<file path="config.mk">
export PLATFORM = sky130hd
export DESIGN_NAME = undervoltage_and_fuse_config
export DESIGN_NICKNAME = d
export VERILOG_FILES = /design/src/inc/uv_fuse_pkg.sv /design/src/rtl/undervoltage_and_fuse_config.sv
export SDC_FILE = /design/constraint.sdc
export NUM_CORES = 1
export LEC_CHECK = 0
export BUFFER_PORTS_ARGS = -buffer_cell sky130_fd_sc_hd__buf_4
export CAP_MARGIN = 20
export CORE_ASPECT_RATIO = 1.4
export CORE_UTILIZATION = 45
export CTS_CLUSTER_SIZE = 40
export DETAILED_ROUTE_END_ITERATION = 10
export PLACE_DENSITY_LB_ADDON = 0.25
export SKIP_CTS_REPAIR_TIMING = 1
export SYNTH_ARGS = -nofsm -noshare
export SYNTH_HDL_FRONTEND = slang
export SYNTH_SLANG_ARGS = --single-unit
</file>
<file path="constraint.sdc">
create_clock -name core_clk -period 7.9 [get_ports core_clk]
set_clock_uncertainty 0.1 [all_clocks]
set_input_delay 0.79 -clock core_clk [delete_from_list [all_inputs] [get_ports core_clk]]
set_output_delay 0.79 -clock core_clk [all_outputs]
set_load 0.1 [all_outputs]
</file>
<file path="src/inc/uv_fuse_pkg.sv">
// constants, field layout and carrier types
// assumes a single 100 MHz core clock
package uv_fuse_pkg;
   localparam int CLK_MHZ = 100;
   localparam int UV_WINDOW_S = 15;
   localparam longint UV_WINDOW_CYCLES = longint'(UV_WINDOW_S) * CLK_MHZ * 1000000;
   localparam int HOLD_REDUCE_US = 10;
   localparam int HOLD_REDUCE_CYCLES = HOLD_REDUCE_US * CLK_MHZ;
   // fuse byte addresses
   localparam logic [2:0] ADDR_OSC_CURRENT_REFERENCE_TRIM = 3'h0;
   localparam logic [2:0] ADDR_BUS_TRIM = 3'h1;
   localparam logic [2:0] ADDR_THR_NODE = 3'h2;
   localparam logic [2:0] ADDR_CURRENT = 3'h3;
   localparam logic [2:0] ADDR_SPEED = 3'h4;
   localparam logic [2:0] ADDR_SAFE_HI = 3'h5;
   localparam logic [2:0] ADDR_SAFE_LO = 3'h6;
   localparam logic [2:0] ADDR_REL_LOCK = 3'h7;
   localparam logic [2:0] FACTORY_LAST_ADDR = 3'h1;
   // field positions (lsb) within their byte
   localparam int HI_NIB = 4;
   localparam int LO_NIB = 0;
   localparam int SAFE_HI_LSB = 5;
   localparam int SHAFT_BIT = 4;
   localparam int SAFE_LO_LSB = 2;
   localparam int LINKSAFE_BIT = 1;
   localparam int SLEEP_BIT = 0;
   localparam int STEP_LSB = 2;
   localparam int FACTORY_LOCK_BIT = 1;
   localparam int USER_LOCK_BIT = 0;
   localparam logic [7:0] FUSE_BLANK = 8'h00;
   // safe position keep pattern
   localparam logic [8:0] SAFE_KEEP_CODE = 9'h100;
   localparam logic [3:0] HOLD_OFF_CODE = 4'hF;
   localparam logic [9:0] ABS_STEP_10MV = 10'h032;
   localparam logic [9:0] REL_STEP_10MV = 10'h019;
   // coil amplitude in mA per code
   localparam logic [9:0] CURRENT_MA [16] = '{
      10'h03B, 10'h047, 10'h054, 10'h064, 10'h077, 10'h08D, 10'h0A8, 10'h0C8,
      10'h0EE, 10'h11B, 10'h150, 10'h190, 10'h1DC, 10'h236, 10'h2A1, 10'h320};
   localparam logic [9:0] ZERO_MA = 10'h000;

   typedef enum logic [1:0] {
      UV_NORMAL = 2'b00,
      UV_HARD = 2'b01,
      UV_HALT = 2'b11,
      UV_SHUTDOWN = 2'b10
   } uv_state_e;

   typedef enum logic [1:0] {
      STEP_HALF = 2'b00,
      STEP_QUARTER = 2'b01,
      STEP_EIGHTH = 2'b10,
      STEP_SIXTEENTH = 2'b11
   } microstep_resolution_e;

   typedef struct packed {
      logic [3:0] absoluteMotionThreshold;
      logic [3:0] runCode;
      logic [3:0] holdCode;
      logic [3:0] vmaxCode;
      logic [3:0] vminCode;
      logic [8:0] safePosition;
      logic shaft;
      logic [3:0] accCode;
      logic linkSafe;
      logic sleepAllow;
      logic [3:0] relativeMotionThreshold;
      microstep_resolution_e microstepResolution;
   } motion_settings_s;
endpackage

</file>
<file path="src/rtl/undervoltage_and_fuse_config.sv">
// undervoltage supervisor, fuse store and parameter decode
// assumes one-cycle command strobes on core_clk, debounced comparators, rstn as por
`timescale 1ns/1ps
`default_nettype none

module undervoltage_and_fuse_config #(
   parameter longint UV_WINDOW_CYCLES = uv_fuse_pkg::UV_WINDOW_CYCLES,
   parameter int HOLD_REDUCE_CYCLES = uv_fuse_pkg::HOLD_REDUCE_CYCLES,
   parameter logic [7:0] FACTORY_TRIM0 = 8'h00,
   parameter logic [7:0] FACTORY_TRIM1 = 8'h00
) (
   input wire logic core_clk,
   input wire logic rstn,
   input wire logic batteryBelowLatchLevel,
   input wire logic batteryAboveRecoveryLevel,
   input wire logic pumpFaultFlag,
   input wire logic readStateCmd,
   input wire logic readAllStateCmd,
   input wire logic setTargetCmd,
   input wire logic [15:0] newTarget,
   input wire logic twoTargetMoveCmd,
   input wire logic [15:0] currentPosition,
   input wire logic motorStopped,
   input wire logic continuousSpeedMode,
   input wire logic linkLost,
   input wire logic errorCounterOverflow,
   input wire logic [2:0] addressPinBits,
   input wire logic loadMotionSettingsCmd,
   input wire uv_fuse_pkg::motion_settings_s motionSettingsIn,
   input wire logic fuseProgramCmd,
   input wire logic fuseReadbackCmd,
   input wire logic [2:0] fuseAddr,
   input wire logic [7:0] fuseWriteData,
   output uv_fuse_pkg::uv_state_e uvState,
   output logic motionHalted,
   output logic coilsHighZ,
   output logic resumeMotion,
   output logic undervoltageLatchFlag,
   output logic lostStepsFlag,
   output logic [15:0] targetPosition,
   output logic twoTargetAccepted,
   output logic twoTargetRefused,
   output logic [7:0] fuseReadData,
   output logic fuseReadValid,
   output logic fuseProgramDone,
   output logic fuseProgramRejected,
   output logic [6:0] nodeAddress,
   output uv_fuse_pkg::motion_settings_s activeSettings,
   output logic [10:0] safePositionRam,
   output logic gotoSafePlace,
   output logic absThresholdEnable,
   output logic [9:0] absThreshold10mV,
   output logic relThresholdEnable,
   output logic [9:0] relThreshold10mV,
   output logic [9:0] coilCurrentMa,
   output logic pwmOff,
   output logic bottomGrounded,
   output logic [4:0] microstepsPerFullStep,
   output logic rotateClockwise
);
   // ==========================================================================
   // reset release
   logic [1:0] rstSync_q;
   logic rstnInt;

   always_ff @(posedge core_clk or negedge rstn)
   begin
      if (!rstn)
         rstSync_q <= 2'b00;
      else
         rstSync_q <= {rstSync_q[0], 1'b1};
   end
   assign rstnInt = rstSync_q[1];

   // ==========================================================================
   // undervoltage supervisor
   logic fault;
   logic statusRead;
   logic windowExpired;
   logic [31:0] uvTimer_q;
   uv_fuse_pkg::uv_state_e uvState_q;
   uv_fuse_pkg::uv_state_e uvState_d;

   assign fault = batteryBelowLatchLevel | pumpFaultFlag;
   assign statusRead = readStateCmd | readAllStateCmd;
   assign windowExpired = uvTimer_q >= 32'(UV_WINDOW_CYCLES);

   always_comb
   begin
      uvState_d = uvState_q;
      case (uvState_q)
         uv_fuse_pkg::UV_NORMAL:
            if (fault)
               uvState_d = uv_fuse_pkg::UV_HARD;
         uv_fuse_pkg::UV_HARD:
            uvState_d = uv_fuse_pkg::UV_HALT;
         uv_fuse_pkg::UV_HALT:
            if (windowExpired)
               uvState_d = uv_fuse_pkg::UV_SHUTDOWN;
            else if (batteryAboveRecoveryLevel && !pumpFaultFlag)
               uvState_d = uv_fuse_pkg::UV_NORMAL;
         uv_fuse_pkg::UV_SHUTDOWN:
            if (batteryAboveRecoveryLevel && !pumpFaultFlag && statusRead)
               uvState_d = uv_fuse_pkg::UV_NORMAL;
         default:
            uvState_d = uv_fuse_pkg::UV_NORMAL;
      endcase
   end

   // ram state: por clears it, nothing else stops it
   always_ff @(posedge core_clk or negedge rstnInt)
   begin
      if (!rstnInt)
         uvState_q <= uv_fuse_pkg::UV_NORMAL;
      else
         uvState_q <= uvState_d;
   end

   // window timer: hard entry through halt
   always_ff @(posedge core_clk or negedge rstnInt)
   begin
      if (!rstnInt)
         uvTimer_q <= 32'h0;
      else if (uvState_q == uv_fuse_pkg::UV_HARD || uvState_q == uv_fuse_pkg::UV_HALT)
      begin
         if (!windowExpired)
            uvTimer_q <= uvTimer_q + 32'h1;
      end
      else
         uvTimer_q <= 32'h0;
   end

   always_ff @(posedge core_clk or negedge rstnInt)
   begin
      if (!rstnInt)
      begin
         motionHalted <= 1'b0;
         coilsHighZ <= 1'b0;
         resumeMotion <= 1'b0;
      end
      else
      begin
         motionHalted <= uvState_d != uv_fuse_pkg::UV_NORMAL;
         coilsHighZ <= uvState_d != uv_fuse_pkg::UV_NORMAL;
         resumeMotion <= uvState_q == uv_fuse_pkg::UV_HALT
            && uvState_d == uv_fuse_pkg::UV_NORMAL;
      end
   end
   assign uvState = uvState_q;

   // set wins over clear when a fault lands with the status read
   always_ff @(posedge core_clk or negedge rstnInt)
   begin
      if (!rstnInt)
      begin
         undervoltageLatchFlag <= 1'b0;
         lostStepsFlag <= 1'b0;
      end
      else if (uvState_q == uv_fuse_pkg::UV_NORMAL && fault)
      begin
         undervoltageLatchFlag <= 1'b1;
         lostStepsFlag <= 1'b1;
      end
      else if (batteryAboveRecoveryLevel && statusRead && !fault)
      begin
         undervoltageLatchFlag <= 1'b0;
         lostStepsFlag <= 1'b0;
      end
   end

   // frozen while halted; shutdown copies the position
   always_ff @(posedge core_clk or negedge rstnInt)
   begin
      if (!rstnInt)
         targetPosition <= 16'h0000;
      else if (uvState_q == uv_fuse_pkg::UV_HALT && uvState_d == uv_fuse_pkg::UV_SHUTDOWN)
         targetPosition <= currentPosition;
      else if (setTargetCmd && uvState_q == uv_fuse_pkg::UV_NORMAL)
         targetPosition <= newTarget;
   end

   always_ff @(posedge core_clk or negedge rstnInt)
   begin
      if (!rstnInt)
      begin
         twoTargetAccepted <= 1'b0;
         twoTargetRefused <= 1'b0;
      end
      else
      begin
         twoTargetAccepted <= twoTargetMoveCmd && !flagged;
         twoTargetRefused <= twoTargetMoveCmd && flagged;
      end
   end
   logic flagged;
   assign flagged = undervoltageLatchFlag || pumpFaultFlag || lostStepsFlag;

   // ==========================================================================
   // fuse store: nonvolatile, so no reset; blank fuses read zero
   logic [7:0] fuseMem_q [8] = '{0: FACTORY_TRIM0, 1: FACTORY_TRIM1,
      default: uv_fuse_pkg::FUSE_BLANK};
   logic factoryLocked;
   logic userLocked;
   logic zapBlocked;

   assign factoryLocked = fuseMem_q[uv_fuse_pkg::ADDR_REL_LOCK][uv_fuse_pkg::FACTORY_LOCK_BIT];
   assign userLocked = fuseMem_q[uv_fuse_pkg::ADDR_REL_LOCK][uv_fuse_pkg::USER_LOCK_BIT];
   assign zapBlocked = userLocked
      || (factoryLocked && fuseAddr <= uv_fuse_pkg::FACTORY_LAST_ADDR);

   // or-ing only sets blank bits; ones are never zapped again
   always_ff @(posedge core_clk)
   begin
      if (fuseProgramCmd && !zapBlocked)
         fuseMem_q[fuseAddr] <= fuseMem_q[fuseAddr] | fuseWriteData;
   end

   always_ff @(posedge core_clk or negedge rstnInt)
   begin
      if (!rstnInt)
      begin
         fuseProgramDone <= 1'b0;
         fuseProgramRejected <= 1'b0;
         fuseReadValid <= 1'b0;
         fuseReadData <= 8'h00;
      end
      else
      begin
         fuseProgramDone <= fuseProgramCmd && !zapBlocked;
         fuseProgramRejected <= fuseProgramCmd && zapBlocked;
         fuseReadValid <= fuseReadbackCmd;
         if (fuseReadbackCmd)
            fuseReadData <= fuseMem_q[fuseAddr];
      end
   end

   // ==========================================================================
   // parameter load: fuses sampled once per reset, so zaps wait for a power cycle
   logic loadPending_q;

   always_ff @(posedge core_clk or negedge rstnInt)
   begin
      if (!rstnInt)
         loadPending_q <= 1'b1;
      else
         loadPending_q <= 1'b0;
   end

   always_ff @(posedge core_clk or negedge rstnInt)
   begin
      if (!rstnInt)
      begin
         activeSettings <= '0;
         nodeAddress <= 7'h00;
      end
      else if (loadPending_q)
      begin
         activeSettings.absoluteMotionThreshold <=
            fuseMem_q[uv_fuse_pkg::ADDR_THR_NODE][uv_fuse_pkg::HI_NIB +: 4];
         activeSettings.runCode <= fuseMem_q[uv_fuse_pkg::ADDR_CURRENT][uv_fuse_pkg::HI_NIB +: 4];
         activeSettings.holdCode <= fuseMem_q[uv_fuse_pkg::ADDR_CURRENT][uv_fuse_pkg::LO_NIB +: 4];
         activeSettings.vmaxCode <= fuseMem_q[uv_fuse_pkg::ADDR_SPEED][uv_fuse_pkg::HI_NIB +: 4];
         activeSettings.vminCode <= fuseMem_q[uv_fuse_pkg::ADDR_SPEED][uv_fuse_pkg::LO_NIB +: 4];
         activeSettings.safePosition <= {
            fuseMem_q[uv_fuse_pkg::ADDR_SAFE_HI][uv_fuse_pkg::SAFE_HI_LSB +: 3],
            fuseMem_q[uv_fuse_pkg::ADDR_SAFE_LO][uv_fuse_pkg::SAFE_LO_LSB +: 6]};
         activeSettings.shaft <= fuseMem_q[uv_fuse_pkg::ADDR_SAFE_HI][uv_fuse_pkg::SHAFT_BIT];
         activeSettings.accCode <= fuseMem_q[uv_fuse_pkg::ADDR_SAFE_HI][uv_fuse_pkg::LO_NIB +: 4];
         activeSettings.linkSafe <= fuseMem_q[uv_fuse_pkg::ADDR_SAFE_LO][uv_fuse_pkg::LINKSAFE_BIT];
         activeSettings.sleepAllow <= fuseMem_q[uv_fuse_pkg::ADDR_SAFE_LO][uv_fuse_pkg::SLEEP_BIT];
         activeSettings.relativeMotionThreshold <=
            fuseMem_q[uv_fuse_pkg::ADDR_REL_LOCK][uv_fuse_pkg::HI_NIB +: 4];
         activeSettings.microstepResolution <= uv_fuse_pkg::microstep_resolution_e'(
            fuseMem_q[uv_fuse_pkg::ADDR_REL_LOCK][uv_fuse_pkg::STEP_LSB +: 2]);
         nodeAddress <= {fuseMem_q[uv_fuse_pkg::ADDR_THR_NODE][uv_fuse_pkg::LO_NIB +: 4],
            addressPinBits};
      end
      else if (loadMotionSettingsCmd)
         activeSettings <= motionSettingsIn;
   end

   // ==========================================================================
   // decode of the active settings
   logic safeKeep;

   assign safeKeep = activeSettings.safePosition == uv_fuse_pkg::SAFE_KEEP_CODE;

   always_ff @(posedge core_clk or negedge rstnInt)
   begin
      if (!rstnInt)
      begin
         safePositionRam <= 11'h000;
         gotoSafePlace <= 1'b0;
         absThresholdEnable <= 1'b0;
         absThreshold10mV <= 10'h000;
         relThresholdEnable <= 1'b0;
         relThreshold10mV <= 10'h000;
         microstepsPerFullStep <= 5'h02;
      end
      else
      begin
         safePositionRam <= {activeSettings.safePosition, 2'b00};
         // keep pattern means stay put, so no safe move is requested
         gotoSafePlace <= (linkLost || errorCounterOverflow) && !safeKeep;
         absThresholdEnable <= activeSettings.absoluteMotionThreshold != 4'h0;
         absThreshold10mV <= 10'(activeSettings.absoluteMotionThreshold
            * uv_fuse_pkg::ABS_STEP_10MV);
         relThresholdEnable <= activeSettings.relativeMotionThreshold != 4'h0;
         relThreshold10mV <= 10'(activeSettings.relativeMotionThreshold
            * uv_fuse_pkg::REL_STEP_10MV);
         case (activeSettings.microstepResolution)
            uv_fuse_pkg::STEP_HALF: microstepsPerFullStep <= 5'h02;
            uv_fuse_pkg::STEP_QUARTER: microstepsPerFullStep <= 5'h04;
            uv_fuse_pkg::STEP_EIGHTH: microstepsPerFullStep <= 5'h08;
            default: microstepsPerFullStep <= 5'h10;
         endcase
      end
   end

   // direction is latched only outside continuous speed mode
   always_ff @(posedge core_clk or negedge rstnInt)
   begin
      if (!rstnInt)
         rotateClockwise <= 1'b0;
      else if (!continuousSpeedMode)
         rotateClockwise <= activeSettings.shaft;
   end

   // ==========================================================================
   // coil current: hold-off code passes 59 mA first so the coil does not snap to zero
   logic [31:0] holdTimer_q;
   logic holdSettled;

   assign holdSettled = holdTimer_q >= 32'(HOLD_REDUCE_CYCLES);

   always_ff @(posedge core_clk or negedge rstnInt)
   begin
      if (!rstnInt)
         holdTimer_q <= 32'h0;
      else if (!motorStopped || activeSettings.holdCode != uv_fuse_pkg::HOLD_OFF_CODE)
         holdTimer_q <= 32'h0;
      else if (!holdSettled)
         holdTimer_q <= holdTimer_q + 32'h1;
   end

   always_ff @(posedge core_clk or negedge rstnInt)
   begin
      if (!rstnInt)
      begin
         coilCurrentMa <= uv_fuse_pkg::ZERO_MA;
         pwmOff <= 1'b0;
         bottomGrounded <= 1'b0;
      end
      else
      begin
         pwmOff <= 1'b0;
         bottomGrounded <= 1'b0;
         if (!motorStopped)
            coilCurrentMa <= uv_fuse_pkg::CURRENT_MA[activeSettings.runCode];
         else if (activeSettings.holdCode != uv_fuse_pkg::HOLD_OFF_CODE)
            coilCurrentMa <= uv_fuse_pkg::CURRENT_MA[activeSettings.holdCode];
         else if (!holdSettled)
            coilCurrentMa <= uv_fuse_pkg::CURRENT_MA[0];
         else
         begin
            coilCurrentMa <= uv_fuse_pkg::ZERO_MA;
            pwmOff <= 1'b1;
            bottomGrounded <= 1'b1;
         end
      end
   end
endmodule

`default_nettype wire
</file>
==> flow_summary_export.csv <==
group,metric,value,unit
floorplanning,fp.dieW,139.0,um
layout,drive_gt1_frac,0.2785,
floorplanning,initial_utilization,0.4612,
status,outcome,"finished with violations",
placed_design,place.gp.congestion,0.8652,
sta,whs,0.1757,ns
grt,antenna_found_initial,0,
drt,drtPass1Iterations,9,
sta,fin_setup_tns,0,ns
placed_design,io_buffers,235,
pwr,p_per_area,295.3,mW/mm^2
floorplanning,fp.dieArea,0.02694,sq mm
sta,final_max_slew_viol_count,0,
logic_synthesis,synth.ff_latch_count,260,
pwr,power_frac_comb,0.339,
layout,area_growth,24.52,%
grt,grt_max_degree,92,
setup_path,crit_path_start_kind,"flop",
grt,grt_pass1_vias,8569,
drt,wirelength,28930,um
drt,drt_iter0_drc,461,
sta,relSlewSlack,0.2714,
sta,period_share,0.3471,
clock_network,cts_made_buffers,26,
pwr,ir_worst_vdd,0.1643,mV
sta,grt_setup_unrepaired,"false",
setup_path,r2r_start,"uvTimer_q[18]",
drt,ant_nets,0,
logic_synthesis,synthArstFlopShare,0.7538,
clock_network,cts_tree,"done",
logic_synthesis,yosysWarnings,0,
logic_synthesis,synth_edf_count,64,
pwr,p_int,2.625,mW
setup_path,worstPathMaxFanout,16,
setup_path,rr_endpoint,"targetPosition[14]",
sta,timing.fmax,0.3647,GHz
clock_network,clkTransAtPathRegs,0.06,ns
min_path,hold_class,"reg2async",
clock_network,clock-sinks,260,
sta,worst_pin_slew,1.085,ns
clock_network,cts_max_level,1,
placed_design,placed_area,0.01379,sq mm
pwr,p_sw,1.722,mW
clock_network,clockBufferDepth,3,
layout,num_antenna_cells,0,
layout,layout.nets,1359,
setup_path,reg2reg_setup_slack,5.16,ns
drt,num_vias,8570,
clock_network,cts_root_buffer,"clkbuf_16",
placed_design,hpwl,20850,um
setup_path,worstPathArrival,3.06,ns
pwr,p_leak,6.451,nW
sta,finalSetupViolCount,0,
logic_synthesis,avgSynthCellArea,11.79,sq um
logic_synthesis,ys.flop_type,"dfrtp_1",
logic_synthesis,yosys.cell_types.count,69,
floorplanning,io_pins,241,
setup_path,cp-end-kind,"flop",
floorplanning,die_y,193.8,um
clock_network,clk_latency,0.53,ns
drt,remaining_drc_errors,2,
logic_synthesis,synthesis.area,0.01183,sq mm
setup_path,rr_worst_depth,5,
grt,grt_pass1_wl,46460,um
grt,grt_util_all_layers,0.2188,
logic_synthesis,syn_inst,1003,
sta,finalHoldViolCount,0,
layout,fill_cells,2153,
floorplanning,core,0.02564,sq mm
grt,overflow,0,
flow_run,drv_cap,0,
setup_path,critical_path_class,"reg2reg",
pwr,p_sw_frac,0.3961,
floorplanning,std_cell_rows,69,
status,violations,"DRC",
pwr,power_frac_seq,0.365,
setup_path,required,8.22,ns
drt,via_per_inst,5.501,
logic_synthesis,ys_seq_area_frac,0.5775,
drt,wl_per_cell,18.57,um
pwr,clkPwrFrac,0.296,
sta,period_needed,2.742,ns
layout,post-route-cell-area,0.01472,sq mm
[through the flow]
stage               utilization  worst slack (ns)  instances  power (mW)
finish                   0.5742             5.158       1558       4.347
global route             0.5742             5.052       1558       4.506
CTS                      0.5725             5.142       1555       4.387
detailed placement       0.5376             4.731       1507       3.093
global placement         0.5372             4.860       1506       3.071
floorplan                     -             1.937       1008       2.760
[area by class of cell]
class,instances,area (sq um),area share
Timing Repair Buffer,244,1858,0.1262
Tap cell,319,399.1,0.02711
Inverter,29,108.9,0.007393
Clock buffer,30,665.6,0.04521
Multi-Input combinational cell,658,4632,0.3146
Sequential cell,260,6833,0.4641
Clock inverter,18,227.7,0.01547
[layer usage]
layer / share of wire / vias to the layer above / wire length [um] / global-route usage
li1: - / 4046 / - / -
met1: 0.36 / 4209 / 10550 / 0.2512
met2: 0.55 / 258 / 15840 / 0.4104
met3: 0.052 / 57 / 1499 / 0.02791
met4: 0.036 / 0 / 1036 / 0.08436
met5: 0 / - / 0 / 0
[cells in the mapped netlist, types with 4 or more instances]
master,n,area share
ha_1,34,0.036
nand4_1,12,0.0063
buf_1,4,0.0013
or4_1,16,0.010
mux4_2,6,0.011
dfrtp_1,194,0.41
nor3_1,15,0.0063
a21oi_1,52,0.022
nor2_1,42,0.013
o22ai_1,5,0.0026
nand2_1,85,0.027
and2_1,26,0.014
o31ai_1,18,0.011
nor2b_1,9,0.0048
or3_1,6,0.0032
mux2i_1,63,0.053
xnor2_1,9,0.0067
mux2_2,34,0.032
clkbuf_1,45,0.014
inv_1,29,0.0092
nor4_1,13,0.0069
nand2b_1,24,0.013
mux2_4,10,0.013
buf_4,8,0.0051
edfxtp_1,64,0.16
a31oi_1,4,0.0021
o21ai_0,76,0.032
o211ai_1,6,0.0038
nand3_1,26,0.011
[power by group through the flow]
stage / sequential, mW / combinational (mW) / clock, mW
CTS: 1.60 / 1.48 / 1.32
finish: 1.59 / 1.47 / 1.29
global route: 1.60 / 1.53 / 1.37
detailed placement: 1.62 / 1.47 / 0
floorplan: 2.39 / 0.373 / 0
global placement: 1.62 / 1.45 / 0
[logic make-up after synthesis]
kind of cell,Yosys count,synth area share
AOI/OAI and AO/OA,198,0.1030
xor gates and xnor gates,12,0.008889
other,2,0.0006351
adders and majority gates,36,0.03936
and+or+nand+nor,292,0.1280
DFF,260,0.5775
buffers and inverters,90,0.03280
muxes,113,0.1098
[cell usage in the layout, fill, tap and decap left out, drive strengths merged, types with 34 or more instances in the layout]
master | synthesis | routed
a21oi | 53 | 53
o21ai | 76 | 76
edfxtp | 64 | 64
mux2 | 44 | 44
dfrtp | 194 | 194
mux2i | 63 | 63
nor2 | 42 | 42
ha | 34 | 34
buf | 16 | 243
nand2 | 85 | 85
[how the worst max path moves through the flow]
stage                          end  cells past startpoint           from
4_1_cts         targetPosition[15]                      5  uvTimer_q[18]
3_5_place_dp       fuseMem_q[1][6]                      6    fuseAddr[1]
3_3_place_gp       fuseMem_q[0][5]                      6    fuseAddr[1]
6_report        targetPosition[14]                      5  uvTimer_q[18]
5_1_grt               uvTimer_q[8]                      5  uvTimer_q[18]
2_1_floorplan  absThreshold10mV[1]                      0   rstSync_q[1]
[critical path, stage by stage, from the launching register on]
cell     delay (ns)
dfrtp_1        0.40
or3_4          0.40
or4b_4         0.51
o22a_4         0.23
a21oi_4        0.58
mux2_2         0.41
[state kept, by name (all words and copies together), names as in the netlist, 7 cells and up]
register          cells
relThreshold10mV      9
holdTimer_q          32
coilCurrentMa        10
targetPosition       16
activeSettings       42
fuseMem_q            64
nodeAddress           7
uvTimer_q            32
fuseReadData          8
absThreshold10mV      9
safePositionRam       9
Note: power is estimated with default switching activity, not from simulation.
